==> src/include/vtr_pkg.sv <==
// Package with the constants and types of the traceback and rounding datapath.
package vtr_pkg;
  localparam int unsigned DATA_W = 32;
  localparam int unsigned FRAC_W = 16;
  localparam int unsigned SUM_W = DATA_W + FRAC_W;
  localparam int unsigned STATE_W = 6;

  // Instruction opcodes as seen in the low word.
  localparam logic [15:0] OP_CLEAR_TRANS = 16'hE529;
  localparam logic [15:0] OP_TRACE_MEM = 16'hE20C;
  localparam logic [15:0] OP_TRACE_REG = 16'hE528;
  localparam logic [15:0] OP_SEL_LOW = 16'hE6F6;
  localparam logic [15:0] OP_SEL_HIGH = 16'hE6F7;
  localparam logic [15:0] OP_ADD_SHR = 16'hE5F0;

  // Register byte offsets on the Wishbone slave.
  localparam logic [7:0] ADDR_TRANS_LOW = 8'h00;
  localparam logic [7:0] ADDR_TRANS_HIGH = 8'h04;
  localparam logic [7:0] ADDR_STATE = 8'h08;
  localparam logic [7:0] ADDR_RESULT = 8'h0C;
  localparam logic [7:0] ADDR_STATUS = 8'h10;

  localparam int unsigned STATUS_RND_BIT = 0;
  localparam logic [DATA_W-1:0] ZERO_WORD = 32'h0000_0000;
  localparam logic [STATE_W-1:0] STATE_SPLIT = 6'h20;
  localparam logic [STATE_W-1:0] LOW_TOP = 6'h1F;
  localparam logic [STATE_W-1:0] HIGH_TOP = 6'h3F;
  localparam logic [SUM_W-1:0] HALF_LSB = 48'h0000_0000_8000;
  localparam logic [FRAC_W-1:0] FRAC_ZERO = 16'h0000;

  typedef struct packed {
    logic valid;
    logic [15:0] opcode;
    logic [DATA_W-1:0] mem_ptr;
    logic [DATA_W-1:0] opa;
    logic [DATA_W-1:0] opb;
    logic [4:0] shift;
  } vtr_instr_t;

  typedef struct packed {
    logic valid;
    logic [DATA_W-1:0] addr;
    logic [DATA_W-1:0] data;
  } vtr_mem_wr_t;
endpackage

==> src/logic/vtr_core.sv <==
// Traceback, transition register and rounding datapath with a Wishbone slave.
//
// What this block does
// - Clear instruction zeroes both transition bit registers.
// - Traceback takes state from bits 5:0 and zeroes bits 31:6.
// - States 0..31 use low register bit 31-s, others high bit 63-s.
// - New state index is twice old index plus selected bit, six bits.
// - Memory traceback writes word with selected bit at 0, zeros above.
// - Register traceback puts selected bit in result bit 0, zeros above.
// - Clear and both traceback forms finish in one cycle.
// - None of these instructions touches the status register.
// - With rounding enabled, half an LSB is added before truncation.
// - With rounding disabled, the shifted result is simply truncated.
// - Fraction bits survive addition and rounding, removed only at the end.
// - Select instructions shift both transition registers left, new bits at 0.
`timescale 1ns/100ps
module vtr_core
  import vtr_pkg::*;
(
  input wire logic i_ref_clk,
  input wire logic i_reset_n,
  input wire logic i_wb_cyc,
  input wire logic i_wb_stb,
  input wire logic i_wb_we,
  input wire logic [7:0] i_wb_adr,
  input wire logic [3:0] i_wb_sel,
  input wire logic [31:0] i_wb_dat,
  output logic [31:0] o_wb_dat,
  output logic o_wb_ack,
  input wire vtr_instr_t i_instr,
  output vtr_mem_wr_t o_mem_wr,
  output logic [31:0] o_add_result
);
  logic [31:0] trans_low_reg, trans_low_next;
  logic [31:0] trans_high_reg, trans_high_next;
  logic [31:0] state_reg, state_next;
  logic [31:0] result_reg, result_next;
  logic [31:0] status_reg, status_next;
  logic [31:0] add_result_reg, add_result_next;
  vtr_mem_wr_t mem_wr_reg, mem_wr_next;
  logic ack_reg, ack_next;
  logic [31:0] rdata_reg, rdata_next;

  logic bus_req;
  logic bus_wr;
  logic [31:0] byte_mask;
  logic [STATE_W-1:0] cur_state;
  logic [4:0] trans_idx;
  logic sel_bit;
  logic is_trace;
  logic sel0_bit;
  logic sel1_bit;
  logic signed [SUM_W-1:0] wide_a;
  logic signed [SUM_W-1:0] wide_b;
  logic [SUM_W-1:0] sum_plain;
  logic [SUM_W-1:0] sum_round;

  assign bus_req = i_wb_cyc && i_wb_stb && !ack_reg;
  assign bus_wr = bus_req && i_wb_we;

  genvar g;
  generate
    for (g = 0; g < 4; g++) begin : g_lane
      assign byte_mask[8*g +: 8] = {8{i_wb_sel[g]}};
    end
  endgenerate

  // Traceback selection from the current state index.
  always_comb begin
    cur_state = state_reg[STATE_W-1:0];
    if (cur_state < STATE_SPLIT) begin
      trans_idx = 5'(LOW_TOP - cur_state);
      sel_bit = trans_low_reg[trans_idx];
    end else begin
      trans_idx = 5'(HIGH_TOP - cur_state);
      sel_bit = trans_high_reg[trans_idx];
    end
  end

  assign is_trace = i_instr.valid &&
    (i_instr.opcode == OP_TRACE_MEM || i_instr.opcode == OP_TRACE_REG);

  // Metric compares: a transition bit is zero when the low metric wins.
  assign sel0_bit = !($signed(i_instr.opa[15:0]) > $signed(i_instr.opa[31:16]));
  assign sel1_bit = !($signed(i_instr.opb[15:0]) > $signed(i_instr.opb[31:16]));

  // Add with right shift; fraction kept in the low FRAC_W bits until the end.
  always_comb begin
    wide_a = $signed({i_instr.opa, FRAC_ZERO});
    wide_b = $signed({i_instr.opb, FRAC_ZERO}) >>> i_instr.shift;
    sum_plain = SUM_W'(wide_a + wide_b);
    sum_round = sum_plain + HALF_LSB;
  end

  // Next values of the register state.
  always_comb begin
    trans_low_next = trans_low_reg;
    trans_high_next = trans_high_reg;
    state_next = state_reg;
    result_next = result_reg;
    status_next = status_reg;
    add_result_next = add_result_reg;
    mem_wr_next = '0;
    ack_next = bus_req;
    rdata_next = ZERO_WORD;

    if (bus_req && !i_wb_we) begin
      if (i_wb_adr == ADDR_TRANS_LOW) begin
        rdata_next = trans_low_reg;
      end else if (i_wb_adr == ADDR_TRANS_HIGH) begin
        rdata_next = trans_high_reg;
      end else if (i_wb_adr == ADDR_STATE) begin
        rdata_next = state_reg;
      end else if (i_wb_adr == ADDR_RESULT) begin
        rdata_next = result_reg;
      end else if (i_wb_adr == ADDR_STATUS) begin
        rdata_next = status_reg;
      end else begin
        rdata_next = ZERO_WORD;
      end
    end

    if (bus_wr) begin
      if (i_wb_adr == ADDR_TRANS_LOW) begin
        trans_low_next = (trans_low_reg & ~byte_mask) | (i_wb_dat & byte_mask);
      end else if (i_wb_adr == ADDR_TRANS_HIGH) begin
        trans_high_next = (trans_high_reg & ~byte_mask) | (i_wb_dat & byte_mask);
      end else if (i_wb_adr == ADDR_STATE) begin
        state_next = (state_reg & ~byte_mask) | (i_wb_dat & byte_mask);
      end else if (i_wb_adr == ADDR_STATUS) begin
        status_next = (status_reg & ~byte_mask) | (i_wb_dat & byte_mask);
      end
    end

    // An instruction issued in the same cycle as a bus write wins.
    if (i_instr.valid) begin
      case (i_instr.opcode)
        OP_CLEAR_TRANS: begin
          trans_low_next = ZERO_WORD;
          trans_high_next = ZERO_WORD;
        end
        OP_TRACE_MEM: begin
          // The cast zero-fills the upper bits, so no stale state bit survives a step.
          state_next = DATA_W'({cur_state[STATE_W-2:0], sel_bit});
          mem_wr_next.valid = 1'b1;
          mem_wr_next.addr = i_instr.mem_ptr;
          mem_wr_next.data = DATA_W'(sel_bit);
        end
        OP_TRACE_REG: begin
          state_next = DATA_W'({cur_state[STATE_W-2:0], sel_bit});
          result_next = DATA_W'(sel_bit);
        end
        OP_SEL_LOW, OP_SEL_HIGH: begin
          trans_low_next = {trans_low_reg[DATA_W-2:0], sel0_bit};
          trans_high_next = {trans_high_reg[DATA_W-2:0], sel1_bit};
        end
        OP_ADD_SHR: begin
          if (status_reg[STATUS_RND_BIT]) begin
            add_result_next = sum_round[SUM_W-1:FRAC_W];
          end else begin
            add_result_next = sum_plain[SUM_W-1:FRAC_W];
          end
        end
        default: begin
        end
      endcase
    end
  end

  always_ff @(posedge i_ref_clk) begin
    if (!i_reset_n) begin
      trans_low_reg <= ZERO_WORD;
      trans_high_reg <= ZERO_WORD;
      state_reg <= ZERO_WORD;
      result_reg <= ZERO_WORD;
      status_reg <= ZERO_WORD;
      add_result_reg <= ZERO_WORD;
      mem_wr_reg <= '0;
      ack_reg <= 1'b0;
      rdata_reg <= ZERO_WORD;
    end else begin
      trans_low_reg <= trans_low_next;
      trans_high_reg <= trans_high_next;
      state_reg <= state_next;
      result_reg <= result_next;
      status_reg <= status_next;
      add_result_reg <= add_result_next;
      mem_wr_reg <= mem_wr_next;
      ack_reg <= ack_next;
      rdata_reg <= rdata_next;
    end
  end

  assign o_wb_ack = ack_reg;
  assign o_wb_dat = rdata_reg;
  assign o_mem_wr = mem_wr_reg;
  assign o_add_result = add_result_reg;

  logic [31:0] trunc_sum;
  logic half_bit;
  assign trunc_sum = sum_plain[SUM_W-1:FRAC_W];
  assign half_bit = sum_plain[FRAC_W-1];
endmodule
==> config.mk <==
export PLATFORM = sky130hd
export DESIGN_NAME = vtr_core
export DESIGN_NICKNAME = d
export VERILOG_FILES = /design/src/include/vtr_pkg.sv /design/src/logic/vtr_core.sv
export SDC_FILE = /design/constraint.sdc
export NUM_CORES = 1
export LEC_CHECK = 0
export BUFFER_PORTS_ARGS = -buffer_cell sky130_fd_sc_hd__buf_2
export CORE_ASPECT_RATIO = 1.1
export CORE_MARGIN = 2
export CORE_UTILIZATION = 51
export DETAILED_ROUTE_END_ITERATION = 8
export GPL_TIMING_DRIVEN = 0
export PLACE_DENSITY = 0.85
export SYNTH_ARGS = -nofsm -noshare
export SYNTH_HDL_FRONTEND = slang
export SYNTH_SLANG_ARGS = --single-unit
==> constraint.sdc <==
create_clock -name i_ref_clk -period 7.2 [get_ports i_ref_clk]
set_clock_uncertainty 0.1 [all_clocks]
set_input_delay 2.16 -clock i_ref_clk [delete_from_list [all_inputs] [get_ports i_ref_clk]]
set_output_delay 2.16 -clock i_ref_clk [all_outputs]
set_load 0.005 [all_outputs]
==> flow_metrics.tcl <==
set metrics [dict create \
    required_ns 7.50 \
    cts_num_sinks 228 \
    synth-async-reset-ratio_pct 0 \
    synth_edf_count 0 \
    crit_path_frequent_cell "buf_2" \
    yosys.area_share.simple_pct 19.1 \
    coreArea_mm2 0.0287 \
    io_buffers 261 \
    synth.avg_cell_area_um2 8.24 \
    maxCapViolCount 0 \
    nets 2357 \
    switching_share_pct 29.7 \
    cts_tree "yes" \
    slew_headroom_pct 27.3 \
    crit_path_max_incr_delay_ns 0.62 \
    p_seq_share_pct 37.6 \
    first_pass_iters 9 \
    final_area_mm2 0.0178 \
    synthCells 1809 \
    clockBufferDepth 3 \
    p_leak_nw 7.26 \
    crit_arrival_ns 7.27 \
    htreeDepth 1 \
    drc 0 \
    grt_pass1_vias 14700 \
    drtAntennaViolNets 0 \
    status "finished, final reports clean" \
    grt_pass1_wl_um 76300 \
    placementRows 65 \
    path_cells "buf_2, buf_2, buf_2, mux4_2, nand2_1, nand2_1, o21ai_2, a21oi_1, ha_1, fa_1, a21o_1, a21boi_4, a2bb2oi_4, a21oi_1, a311o_1, nor2b_2, nand3_2, or4_4, nor3_4, mux2i_1, a2111o_1" \
    gr-usage-met2_pct 52.1 \
    post-synth-top-area-fraction_pct 30.6 \
    multiInputGateArea_mm2 0.00968 \
    ys_ff_latch 228 \
    crit_start "i_instr[0]" \
    dieArea_mm2 0.0306 \
    synth.cell_area_mm2 0.0149 \
    synth.most_common_cell "nor2_1" \
    drv_slew 0 \
    crit_path_top_delay_cell "or4_4" \
    synth_cell_types 88 \
    rr_worst_depth 7 \
    dp.final_hpwl_um 37900 \
    power_density_mw_per_mm2 189 \
    cts-root-buf "clkbuf_16" \
    post-route-period-util_pct 96.8 \
    fillers 2479 \
    fin_ws_ns 0.231 \
    finalHoldViolCount 0 \
    p_clk_share_pct 38.3 \
    cts_buffers 23 \
    ctsHoldBuffers 0 \
    synthAdderAreaFrac_pct 5.51 \
    cp-end-kind "register" \
    met3_usage_pct 5.55 \
    timing.rr.start "state_reg[0]" \
    r2r_end "state_reg[0]" \
    top_usage_layer "met2" \
    rrSetupSlack_ns 3.21 \
    wl_um 48900 \
    avgRoutedWirePerCell_um 19.5 \
    fin_crit_ns 6.97 \
    finalWeightedCongestion 0.964 \
    setup_viol 0 \
    regArea_mm2 0.00456 \
    antenna_found_initial 2 \
    vias_per_cell 6.06 \
    cp_max_fo 10 \
    power.switching_w 0.000997 \
    vias 15200 \
    grt_max_degree 15 \
    synth_mux_area_share_pct 16.3 \
    area_growth_pct 19.1 \
    power_frac_comb_pct 24.2 \
    synthFlopType "dfxtp_1" \
    synth_compound_area_share_pct 19.2 \
    met1_usage_pct 36.9 \
    grt_overflow 0 \
    fmax_mhz 143 \
    die_h_um 183 \
    post_dp_cell_area_mm2 0.0168 \
    worst_pin_slew_ns 1.09 \
    hold_class "reg2reg" \
    die_width_um 167 \
    hold_path_depth 2 \
    pin_count 297 \
    synth_top_family_by_area "compound AO/OA/AOI/OAI gates" \
    critPathKind "in2reg" \
    grt_usage_pct 30.5 \
    synth_xor_area_share_pct 3.23 \
    holdWs_ns 0.390 \
    intPower_w 0.00236 \
    ir_drop_mv 0.219 \
    synth_area_leader_cell "dfxtp_1" \
    drive_gt1_share_pct 21.3 \
    finalPower_w 0.00336 \
    start_util_pct 51.9 \
    clk_latency_ns 0.52 \
    synth_seq_area_share_pct 30.6 \
    cp-start-kind "input pin" \
    cts.clk_slew.worst_paths_ns 0.06 \
    place_ws_ns -0.849 \
    synthTopCellsByCount "294 x nor2_1, 228 x dfxtp_1, 168 x a21oi_1" \
    netlist_top_cells_area "dfxtp_1 31%, mux2i_1 9.0%, nor2_1 7.4%" \
    drtIter0Drc 1610 \
    yosysWarnings 0 \
]
cells in the final DEF (no fill, tap or decap), types with 7 or more instances in the layout:
cell / count
nor2_1: 294
buf_2: 267
dfxtp_1: 228
a21oi_1: 166
mux2i_1: 132
o21ai_0: 129
nand2_1: 120
clkbuf_1: 82
ha_1: 63
and2_1: 46
inv_1: 44
buf_4: 38
nand2b_1: 37
mux4_2: 36
a211oi_1: 31
a222oi_1: 31
conb_1: 31
xnor2_1: 29
xor2_1: 24
mux2_2: 23
clkbuf_16: 23
nor3_1: 21
nand3_1: 20
nand4_1: 16
a21o_1: 14
buf_1: 13
o21a_1: 11
o211ai_1: 8
nor2b_1: 8
and3_1: 7
worst max-delay path by stage:
| stage | end | slack (ns) |
|---|---|---|
| global route | o_add_result[31] | -0.02 |
| CTS | o_add_result[31] | 0.02 |
| detailed placement | o_add_result[31] | -0.85 |
| finish | o_add_result[31] | 0.23 |
| global placement | o_add_result[31] | -0.77 |
| floorplan | o_add_result[31] | 0.09 |
cells by family after synthesis:
group | count (synthesis)
AND/OR/NAND/NOR | 617
adder cells (fa/ha/maj) | 65
multiplexers | 194
buffers and inverters | 194
other | 1
flip-flops | 228
AO/OA/AOI/OAI | 455
XOR/XNOR | 55
worst max-delay path, delay by kind of cell:
| family | cells | cell delay [ns] |
|---|---|---|
| compound gates | 8 | 1.94 |
| fa+ha+maj | 2 | 0.65 |
| buf+inv | 3 | 0.69 |
| mux | 2 | 0.48 |
| simple gates | 6 | 1.35 |
layout make-up:
class | instances | share of cell area (%)
repair buffers | 264 | 7.49
inverters | 48 | 1.04
well taps | 368 | 2.59
diodes | 1 | 0.0141
multi-input cells | 1417 | 54.5
clock inverters | 9 | 0.909
plain buffers | 143 | 4.10
clock buffers | 31 | 3.64
flip-flops and latches | 228 | 25.7
repair_timing:
| item | CTS | global route |
|---|---|---|
| pin swaps | 0 | 5 |
| endpoints found under the setup margin | 7 | 9 |
| resized for setup | 7 | 42 |
| setup buffers | 0 | 3 |
power by group through the flow:
stage | sequential [W] | clock [W] | combinational, W
floorplan | 0.00129 | 0 | 0.000551
global placement | 0.00129 | 0 | 0.000744
detailed placement | 0.00129 | 0 | 0.000760
CTS | 0.00126 | 0.00129 | 0.000768
global route | 0.00126 | 0.00134 | 0.000890
finish | 0.00126 | 0.00129 | 0.000813
metal layers:
layer  vias up  routed length (um)  share of wire, %
met5         -                   0                 0
met2       879               23500                48
met1      7134               18500                38
met3       160                4570               9.3
met4         0                2310               4.7
li1       7038                   -                 -
metrics by stage:
step                      utilization [%]  setup TNS (ns)  cells
after floorplan                         -               0   1839
after global placement               58.5           -5.83   2468
after detailed placement             58.5           -7.53   2468
after CTS                            61.3               0   2508
after global routing                 61.8         -0.0227   2508
final                                61.8               0   2509
(Power assumes the default switching activity.)
